### config.mk
export PLATFORM = sky130hd
export DESIGN_NAME = tgio_top
export DESIGN_NICKNAME = d
export VERILOG_FILES = /design/src/hw/tgio_pkg.sv /design/src/hw/tgio_sync.sv /design/src/hw/tgio_top.sv
export VERILOG_INCLUDE_DIRS = /design/src /design/src/hw
export SDC_FILE = /design/constraint.sdc
export NUM_CORES = 1
export LEC_CHECK = 0
export BUFFER_PORTS_ARGS = -buffer_cell sky130_fd_sc_hd__buf_2
export CORE_UTILIZATION = 50
export DETAILED_ROUTE_END_ITERATION = 6
export PLACE_DENSITY_LB_ADDON = 0.1
export SYNTH_ARGS = -nofsm -noshare
export SYNTH_HDL_FRONTEND = slang
export SYNTH_SLANG_ARGS = --single-unit
### constraint.sdc
create_clock -name ref_clk -period 2.4 [get_ports ref_clk]
set_input_delay 0.24 -clock ref_clk [delete_from_list [all_inputs] [get_ports ref_clk]]
set_output_delay 0.24 -clock ref_clk [all_outputs]
set_load 0.03 [all_outputs]
### src/hw/tgio_map.svh
// Register offsets, field positions and reset values of the timer pin block
`ifndef TGIO_MAP_SVH
`define TGIO_MAP_SVH
`define TGIO_ADDR_W 6
`define TGIO_DATA_W 16
`define TGIO_NUM_GR 8
`define TGIO_NUM_CTRL 4
`define TGIO_OFS_CTRL_AB 6'h00
`define TGIO_OFS_CTRL_CD 6'h04
`define TGIO_OFS_CTRL_EF 6'h08
`define TGIO_OFS_CTRL_GH 6'h0c
`define TGIO_OFS_GR_BASE 6'h10
`define TGIO_OFS_GR_LAST 6'h2c
`define TGIO_OFS_PIN_STATE 6'h30
`define TGIO_CTRL_RESET 8'h00
`define TGIO_CTRL_MASK 8'h77
`define TGIO_FLD_HI_MSB 6
`define TGIO_FLD_HI_LSB 4
`define TGIO_FLD_LO_MSB 2
`define TGIO_FLD_LO_LSB 0
`define TGIO_GR_RESET 16'hffff
`define TGIO_PIN_RESET 8'h00
`endif

### src/hw/tgio_pkg.sv
// Types shared by the timer pin function block
package tgio_pkg;
  typedef enum logic [2:0]
  {
    TGIO_OC_OFF = 3'b000,
    TGIO_OC_LOW = 3'b001,
    TGIO_OC_HIGH = 3'b010,
    TGIO_OC_TOGGLE = 3'b011,
    TGIO_IC_OFF = 3'b100,
    TGIO_IC_RISE = 3'b101,
    TGIO_IC_FALL = 3'b110,
    TGIO_IC_BOTH = 3'b111
  } tgio_func_t;

  typedef struct packed
  {
    logic [5:0] addr;
    logic [15:0] wdata;
    logic wr;
    logic rd;
  } tgio_bus_req_t;

  typedef struct packed
  {
    logic [7:0] pin_out;
    logic [7:0] pin_oe;
  } tgio_pin_drv_t;
endpackage

### src/hw/tgio_sync.sv
// Three-stage pin synchroniser with agreement filter
`timescale 1ns/100ps
`default_nettype none
module tgio_sync
(
  input wire logic ref_clk,
  input wire logic rst_b,
  input wire logic pin_in,
  output logic level
);
  logic stage1;
  logic stage2;
  logic stage3;
  logic next_level;

  // Level moves only when the last two stages agree
  always_comb
  begin
    next_level = level;
    if (stage2 == stage3)
    begin
      next_level = stage3;
    end
  end

  always_ff @(posedge ref_clk or negedge rst_b)
  begin
    if (!rst_b)
    begin
      stage1 <= 1'b0;
      stage2 <= 1'b0;
      stage3 <= 1'b0;
      level <= 1'b0;
    end
    else
    begin
      stage1 <= pin_in;
      stage2 <= stage1;
      stage3 <= stage2;
      level <= next_level;
    end
  end
endmodule
`default_nettype wire

### src/hw/tgio_top.sv
// Pin function control, general registers, capture and compare output
`timescale 1ns/100ps
`default_nettype none
`include "tgio_map.svh"

module tgio_top
(
  input wire logic ref_clk,
  input wire logic rst_b,
  input wire logic [`TGIO_ADDR_W-1:0] bus_addr,
  input wire logic [`TGIO_DATA_W-1:0] bus_wdata,
  input wire logic bus_wr,
  input wire logic bus_rd,
  output logic [`TGIO_DATA_W-1:0] bus_rdata,
  input wire logic hw_standby,
  input wire logic sw_standby,
  input wire logic [`TGIO_DATA_W-1:0] free_cnt,
  input wire logic cnt_tick,
  input wire logic [`TGIO_NUM_GR-1:0] timer_pin_in,
  output tgio_pkg::tgio_pin_drv_t timer_pin_drv,
  output logic [`TGIO_NUM_GR-1:0] capture_evt
);
  import tgio_pkg::*;

  tgio_bus_req_t req;
  logic standby;
  logic [7:0] ctrl [`TGIO_NUM_CTRL];
  logic [7:0] next_ctrl [`TGIO_NUM_CTRL];
  logic [`TGIO_DATA_W-1:0] gr [`TGIO_NUM_GR];
  logic [`TGIO_DATA_W-1:0] next_gr [`TGIO_NUM_GR];
  tgio_func_t func [`TGIO_NUM_GR];
  logic [`TGIO_NUM_GR-1:0] pin_lvl;
  logic [`TGIO_NUM_GR-1:0] pin_prev;
  logic [`TGIO_NUM_GR-1:0] pin_lvl_q;
  logic [`TGIO_NUM_GR-1:0] next_pin_lvl_q;
  logic [`TGIO_NUM_GR-1:0] rise;
  logic [`TGIO_NUM_GR-1:0] fall;
  logic [`TGIO_NUM_GR-1:0] cap_hit;
  logic [`TGIO_NUM_GR-1:0] next_capture_evt;
  logic [`TGIO_NUM_GR-1:0] match;
  logic [`TGIO_NUM_GR-1:0] drive_lvl;
  logic [`TGIO_NUM_GR-1:0] next_drive_lvl;
  logic [`TGIO_NUM_GR-1:0] drive_oe;
  logic [`TGIO_NUM_GR-1:0] next_drive_oe;
  logic [`TGIO_NUM_GR-1:0] wr_lock;
  logic [`TGIO_DATA_W-1:0] next_rdata;
  logic ctrl_sel;
  logic gr_sel;
  logic [1:0] ctrl_idx;
  logic [2:0] gr_idx;

  assign req.addr = bus_addr;
  assign req.wdata = bus_wdata;
  assign req.wr = bus_wr;
  assign req.rd = bus_rd;
  assign standby = hw_standby | sw_standby;

  // Address decode
  assign ctrl_sel = (req.addr[5:4] == 2'b00) && (req.addr[1:0] == 2'b00);
  assign ctrl_idx = req.addr[3:2];
  assign gr_sel = (req.addr >= `TGIO_OFS_GR_BASE) &&
                  (req.addr <= `TGIO_OFS_GR_LAST) &&
                  (req.addr[1:0] == 2'b00);
  assign gr_idx = 3'(req.addr[5:2] - 4'h4);

  genvar gi;
  generate
    for (gi = 0; gi < `TGIO_NUM_GR; gi++)
    begin : g_chan
      if (gi % 2 == 1)
      begin : g_hi
        assign func[gi] = tgio_func_t'(
          ctrl[gi/2][`TGIO_FLD_HI_MSB:`TGIO_FLD_HI_LSB]);
      end
      else
      begin : g_lo
        assign func[gi] = tgio_func_t'(
          ctrl[gi/2][`TGIO_FLD_LO_MSB:`TGIO_FLD_LO_LSB]);
      end

      tgio_sync u_sync
      (
        .ref_clk(ref_clk),
        .rst_b(rst_b),
        .pin_in(timer_pin_in[gi]),
        .level(pin_lvl[gi])
      );
    end
  endgenerate

  assign pin_prev = pin_lvl_q;
  assign next_pin_lvl_q = pin_lvl;
  assign rise = pin_lvl & ~pin_prev;
  assign fall = ~pin_lvl & pin_prev;

  // Edge selection and write lock per register
  always_comb
  begin
    cap_hit = '0;
    wr_lock = '0;
    match = '0;
    for (int i = 0; i < `TGIO_NUM_GR; i++)
    begin
      case (func[i])
        TGIO_IC_OFF:
        begin
          cap_hit[i] = 1'b0;
        end
        TGIO_IC_RISE:
        begin
          cap_hit[i] = rise[i];
          wr_lock[i] = 1'b1;
        end
        TGIO_IC_FALL:
        begin
          cap_hit[i] = fall[i];
          wr_lock[i] = 1'b1;
        end
        TGIO_IC_BOTH:
        begin
          cap_hit[i] = rise[i] | fall[i];
          wr_lock[i] = 1'b1;
        end
        TGIO_OC_OFF:
        begin
          match[i] = 1'b0;
        end
        default:
        begin
          match[i] = cnt_tick && (free_cnt == gr[i]);
        end
      endcase
    end
  end

  // Compare output level per register
  always_comb
  begin
    next_drive_lvl = drive_lvl;
    next_drive_oe = drive_oe;
    for (int i = 0; i < `TGIO_NUM_GR; i++)
    begin
      case (func[i])
        TGIO_OC_LOW:
        begin
          next_drive_oe[i] = 1'b1;
          if (match[i])
          begin
            next_drive_lvl[i] = 1'b0;
          end
        end
        TGIO_OC_HIGH:
        begin
          next_drive_oe[i] = 1'b1;
          if (match[i])
          begin
            next_drive_lvl[i] = 1'b1;
          end
        end
        TGIO_OC_TOGGLE:
        begin
          next_drive_oe[i] = 1'b1;
          if (match[i])
          begin
            next_drive_lvl[i] = ~drive_lvl[i];
          end
        end
        TGIO_OC_OFF:
        begin
          next_drive_oe[i] = 1'b0;
        end
        default:
        begin
          next_drive_oe[i] = 1'b0;
        end
      endcase
    end
  end

  // Control register update
  always_comb
  begin
    for (int k = 0; k < `TGIO_NUM_CTRL; k++)
    begin
      next_ctrl[k] = ctrl[k];
      if (standby)
      begin
        next_ctrl[k] = `TGIO_CTRL_RESET;
      end
      else if (req.wr && ctrl_sel && (ctrl_idx == 2'(k)))
      begin
        next_ctrl[k] = req.wdata[7:0] & `TGIO_CTRL_MASK;
      end
    end
  end

  // General register update
  always_comb
  begin
    next_capture_evt = '0;
    for (int i = 0; i < `TGIO_NUM_GR; i++)
    begin
      next_gr[i] = gr[i];
      if (cap_hit[i])
      begin
        next_gr[i] = free_cnt;
        next_capture_evt[i] = 1'b1;
      end
      else if (req.wr && gr_sel && (gr_idx == 3'(i)) && !wr_lock[i])
      begin
        next_gr[i] = req.wdata;
      end
    end
  end

  // Read data, one cycle after the strobe
  always_comb
  begin
    next_rdata = '0;
    if (req.rd)
    begin
      if (ctrl_sel)
      begin
        next_rdata = {8'h00, ctrl[ctrl_idx] & `TGIO_CTRL_MASK};
      end
      else if (gr_sel)
      begin
        next_rdata = gr[gr_idx];
      end
      else if (req.addr == `TGIO_OFS_PIN_STATE)
      begin
        next_rdata = {8'h00, pin_lvl};
      end
    end
  end

  always_ff @(posedge ref_clk or negedge rst_b)
  begin
    if (!rst_b)
    begin
      for (int k = 0; k < `TGIO_NUM_CTRL; k++)
      begin
        ctrl[k] <= `TGIO_CTRL_RESET;
      end
      for (int i = 0; i < `TGIO_NUM_GR; i++)
      begin
        gr[i] <= `TGIO_GR_RESET;
      end
      pin_lvl_q <= '0;
      drive_lvl <= `TGIO_PIN_RESET;
      drive_oe <= '0;
      capture_evt <= '0;
      bus_rdata <= '0;
    end
    else
    begin
      ctrl <= next_ctrl;
      gr <= next_gr;
      pin_lvl_q <= next_pin_lvl_q;
      drive_lvl <= next_drive_lvl;
      drive_oe <= next_drive_oe;
      capture_evt <= next_capture_evt;
      bus_rdata <= next_rdata;
    end
  end

  assign timer_pin_drv = '{pin_out: drive_lvl,
                           pin_oe: drive_oe};
endmodule
`default_nettype wire

Word level (Yosys, flattened, before mapping):

Index checks and enable logic that the tools add are counted.

* register bits: 240
* output and inout bits: 40
* logic and storage cells: 402

* add/subtract/negate cells: 1
* order comparisons: 4
* equality and inequality tests: 107
* mux-type cells: 106
* bitwise operators: 23
* reduce and logical (&&, ||, !) cells: 105

Operators with widths (count)
* $mux 16: 21
* $eq 16x16->1: 8
* $eq 3x3->1 const B: 36
* $mux 8: 9
* $mux 1: 56
* $eq 3x2->1 const B: 18
* $bmux 16 s3: 1
* $ne 2x2->1 const B: 24
* $pmux 1 s3: 16
* $reduce_or 3->1: 16
* $reduce_or 5->1: 8
* $logic_and 1x1->1: 33
* $reduce_and 4->1: 8
* $eq 3x1->1 const B: 9
* $logic_not 3->1: 9
* $reduce_bool 2->1: 12
* $reduce_bool 3->1: 8
* $and 8x8->8: 2
* $bmux 8 s2: 1
* $not 8->8: 2
* $mux 7: 2
* $or 1x1->1: 9
* $eq 1x1->1: 8
* $logic_not 1->1: 8
* 12 further kinds: 22

Longest topological paths before layout:

* depth after elaboration: 8
* depth in mapped cells: 8
* gate-level depth less buffers: 7

Hierarchy:

Synthesis repeated with hierarchy kept, for this count alone.

* cell total of the unflattened synthesis: 1225
* area, all modules: 12953.7 µm²

Modules (own cells, without submodules)
* tgio_top: instances 1, cells each 1185, area an instance 12062.8 µm²
* tgio_sync: instances 8, cells each 5, area an instance 111.4 µm²

Least setup slack after synthesis:

No wires, ideal clock.

* kind: flip-flop to flip-flop
* from: reg gr[22] in the netlist's numbering
* to: reg drive_lvl[6]
* setup time: 0.125 ns
* arrival: 1.563 ns
* setup slack: 0.712 ns
* stages on the path, launching flop included: 6
* path buffers: 0
* clock period less this slack: 1.688 ns
* cell sequence: dfstp_2 -> xor2_1 -> nor4_2 -> nand3_1 -> nor4_1 -> mux2_2

* word-level cells in the longest chain between the ends: 5

Ends and longest elaborated chain
* start, declared: line tgio_top.sv:29 `` logic [`TGIO_DATA_W-1:0] gr [`TGIO_NUM_GR]; ``
* start signal, assigned by index: line tgio_top.sv:247 `` gr[i] <= `TGIO_GR_RESET; ``
* start signal, assigned: line tgio_top.sv:258 `gr <= next_gr;`
* $eq 16x16->1 (*): line tgio_top.sv:130 `match[i] = cnt_tick && (free_cnt == gr[i]);`
* $logic_and 1x1->1 (*): line tgio_top.sv:130
* $mux 1 (*): line tgio_top.sv:104 `case (func[i])`
* $ne 2x2->1 (no line)
* $reduce_and 4->1 (no line) (*)
* end signal, assigned: line tgio_top.sv:250 `` drive_lvl <= `TGIO_PIN_RESET; ``
* end signal, assigned: line tgio_top.sv:260 `drive_lvl <= next_drive_lvl;`
* end, declared: line tgio_top.sv:41 `` logic [`TGIO_NUM_GR-1:0] drive_lvl; ``

Every way passes the cells marked *; elsewhere a longest branch is shown, timed or not.
A chain may end at the register's enable or synchronous reset.

Final worst setup path:

* from: reg gr[82] in the netlist's numbering
* to: reg drive_lvl[2]

Same word-level chain as after synthesis.

==> impl_metrics.env <==
export IMPL_cts_resized=0
export IMPL_power_frac_seq=0.445
export IMPL_synth_top_family_by_area="multiplexers"
export IMPL_clockRootBuffer="clkbuf_16"
export IMPL_timing_rr_end="drive_lvl[2]"
export IMPL_rr_worst_depth=5
export IMPL_coreArea_um2=26000
export IMPL_hold_class="in -> reg"
export IMPL_numCtsBuffers=27
export IMPL_drtAntennaViolNets=0
export IMPL_relSlewSlack=0.519
export IMPL_regArea_um2=5970
export IMPL_maxSlewViolCount=0
export IMPL_cp_common_cell="nor4_1"
export IMPL_drive_gt1_frac=0.300
export IMPL_clockBufferDepth=3
export IMPL_cts_sinks=232
export IMPL_hold_buffers=9
export IMPL_min_delay_path_depth=3
export IMPL_internal_power_mw=7.95
export IMPL_hold_viol=0
export IMPL_swShare=0.270
export IMPL_rr_startpoint="gr[82]"
export IMPL_row_count=59
export IMPL_synth_edf_count=0
export IMPL_leakage_nw=6.87
export IMPL_multi_input_area_um2=6540
export IMPL_track_usage=0.318
export IMPL_end_kind="flip-flop"
export IMPL_cp_arrival_ps=2610
export IMPL_drt_iter0_drc=869
export IMPL_grt_max_degree=85
export IMPL_status="finished, final reports clean"
export IMPL_gp_congestion=0.936
export IMPL_final_cell_mix="mux2i_1 (167), nand2_1 (132), dfstp_2 (128)"
export IMPL_r2r_setup_slack_ps=210
export IMPL_synth_xor_area_frac=0.0857
export IMPL_cts_tree="done"
export IMPL_worstSetupStartpointType="flip-flop"
export IMPL_synth_area_um2=13200
export IMPL_yosys_warnings=0
export IMPL_antenna_found_initial=0
export IMPL_rsz0062_at_grt="false"
export IMPL_synth_fp_nets=1286
export IMPL_cts_clk_slew_worst_paths_ps=60
export IMPL_tightest_slew_ps=721
export IMPL_synthesis_instances=1217
export IMPL_total_power_mw=10.9
export IMPL_via_count=9779
export IMPL_ys_seq_area_frac=0.452
export IMPL_dp_hpwl_um=28700
export IMPL_fmax_mhz=456
export IMPL_p_clk_frac=0.411
export IMPL_initial_core_util=0.507
export IMPL_pwr_share_comb=0.144
export IMPL_wire_per_inst_um=25.1
export IMPL_switchingPower_mw=2.95
export IMPL_syn_to_final_growth_pct=14.4
export IMPL_die_x_um=164
export IMPL_period_share=0.914
export IMPL_antenna_cells=0
export IMPL_cp_max_fo=3
export IMPL_worstSetupPathType="reg -> reg"
export IMPL_cp_cell_sequence="xor2_1 -> nor4_1 -> nand3_1 -> nor4_1 -> mux2_2"
export IMPL_clock_latency_ps=550
export IMPL_synthArstFlopShare=1.00
export IMPL_ioPinCount=93
export IMPL_grt_pass1_vias=9652
export IMPL_synth_seq_cells=232
export IMPL_grt_ovfl_total=0
export IMPL_drt_wl_total_um=41700
export IMPL_io_buffers=92
export IMPL_first_pass_iters=5
export IMPL_fillCellCount=2250
export IMPL_cts_setup_buffers=0
export IMPL_syn_avg_cell_area_um2=10.8
export IMPL_synth_compound_area_share=0.0824
export IMPL_whs_endpoint="gr[121]"
export IMPL_holdWs_ps=15.5
export IMPL_instances_no_fill=1660
export IMPL_avgViaCountPerCell=5.89
export IMPL_synthSimpleGateAreaFrac=0.116
export IMPL_dp_cells=1601
export IMPL_powerDensity_nw_per_um2=722
export IMPL_worstPathRequired_ps=2820
export IMPL_drc=0
export IMPL_post_route_util=0.581
export IMPL_finalSetupTns_ps=0
export IMPL_finalCriticalPeriod_ps=2190
export IMPL_cpPeakStageDelay_ps=560
export IMPL_final_common_cell="mux2i_1"
export IMPL_nNetsFinal=1373
export IMPL_setup_viol=0
export IMPL_cap_violations=0
export IMPL_hold_start="free_cnt[9]"
export IMPL_synth_area_mux_share=0.188
export IMPL_ys_flop_type="dfstp_2"
export IMPL_ir_worst_vdd_mv=0.482
export IMPL_yosys_area_share_adder=0.0213
export IMPL_skew_ps=21.8
export IMPL_grt_pass1_wl_um=62200
export IMPL_die_area_um2=27000
export IMPL_ys_types=46
export IMPL_cp_slowest_cell="dfstp_2"
export IMPL_htreeDepth=1
export IMPL_die_h_um=164
==> registers in the layout, indices dropped and copies added (netlist names) <==
| register | flops |
|---|---|
| capture_evt | 8 |
| g_chan.u_sync.stage2 | 8 |
| drive_oe | 8 |
| ctrl | 24 |
| g_chan.u_sync.stage3 | 8 |
| bus_rdata | 16 |
| g_chan.u_sync.level | 8 |
| pin_lvl_q | 8 |
| g_chan.u_sync.stage1 | 8 |
| gr | 128 |
| drive_lvl | 8 |
==> power by group through the flow <==
stage	logic [mW]	clock network, mW	registers (mW)
finish	1.56	4.48	4.85
global route	1.69	4.67	4.89
CTS	1.56	4.53	4.84
detailed placement	1.54	0	4.90
global placement	1.52	0	4.89
floorplan	1.05	0	4.76
==> synthesized netlist by cell type, types with 16 or more instances <==
cell	number	share of area
buf_2	36	0.014
buf_6	19	0.016
clkbuf_1	37	0.011
dfrtp_1	104	0.20
dfstp_2	128	0.26
ha_1	16	0.015
inv_1	25	0.0071
mux2_2	20	0.017
mux2i_1	167	0.13
mux4_2	26	0.044
nand2_1	132	0.038
nand3_1	17	0.0065
nand4_1	24	0.011
nor2_1	53	0.015
nor2b_1	23	0.011
o21ai_0	122	0.046
o21ai_1	29	0.011
xnor2_1	96	0.064
xor2_1	33	0.022
==> worst max-delay path, delay by kind of cell (launching register included) <==
| kind | cells | cell delay (ps) |
|---|---|---|
| flops | 1 | 560 |
| xor+xnor | 1 | 80 |
| simple gates | 3 | 1040 |
| mux | 1 | 380 |
==> cell type report <==
type | count | share of cell area
Multi-Input combinational cell | 857 | 0.433
Sequential cell | 232 | 0.395
Timing Repair Buffer | 161 | 0.0736
Clock buffer | 37 | 0.0512
Tap cell | 335 | 0.0278
Clock inverter | 13 | 0.0128
Inverter | 25 | 0.00622
==> cell families (layout without fill, tap and decap cells) <==
group	after synthesis	count (layout)
compound gates	200	200
fa+ha+maj	24	24
buf+inv	128	236
mux	213	213
xor+xnor	129	129
simple gates	291	291
flops	232	232
==> per-stage QoR <==
| step | setup slack (ps) | cell area, um2 |
|---|---|---|
| after floorplan | 712 | 13200 |
| after global placement | 86.8 | 14000 |
| after detailed placement | 107 | 14000 |
| after CTS | 238 | 15100 |
| after global routing | 182 | 15100 |
| final | 205 | 15100 |
==> layer usage <==
| layer | part of all wire | vias up | GRT usage |
|---|---|---|---|
| met5 | 0 | - | 0.00379 |
| met4 | 0.030 | 0 | 0.0922 |
| met3 | 0.064 | 73 | 0.0487 |
| met2 | 0.46 | 363 | 0.495 |
| met1 | 0.44 | 4956 | 0.457 |
| li1 | - | 4387 | - |
==> worst max-delay path by stage <==
stage                            from            to  cells after the start
after floorplan                gr[22]  drive_lvl[6]                      5
after global routing           gr[82]  drive_lvl[2]                      5
after global placement    free_cnt[2]  drive_lvl[2]                      7
after detailed placement  free_cnt[2]  drive_lvl[2]                      7
after CTS                      gr[82]  drive_lvl[2]                      5
final                          gr[82]  drive_lvl[2]                      5
(Power assumes the default switching activity.)
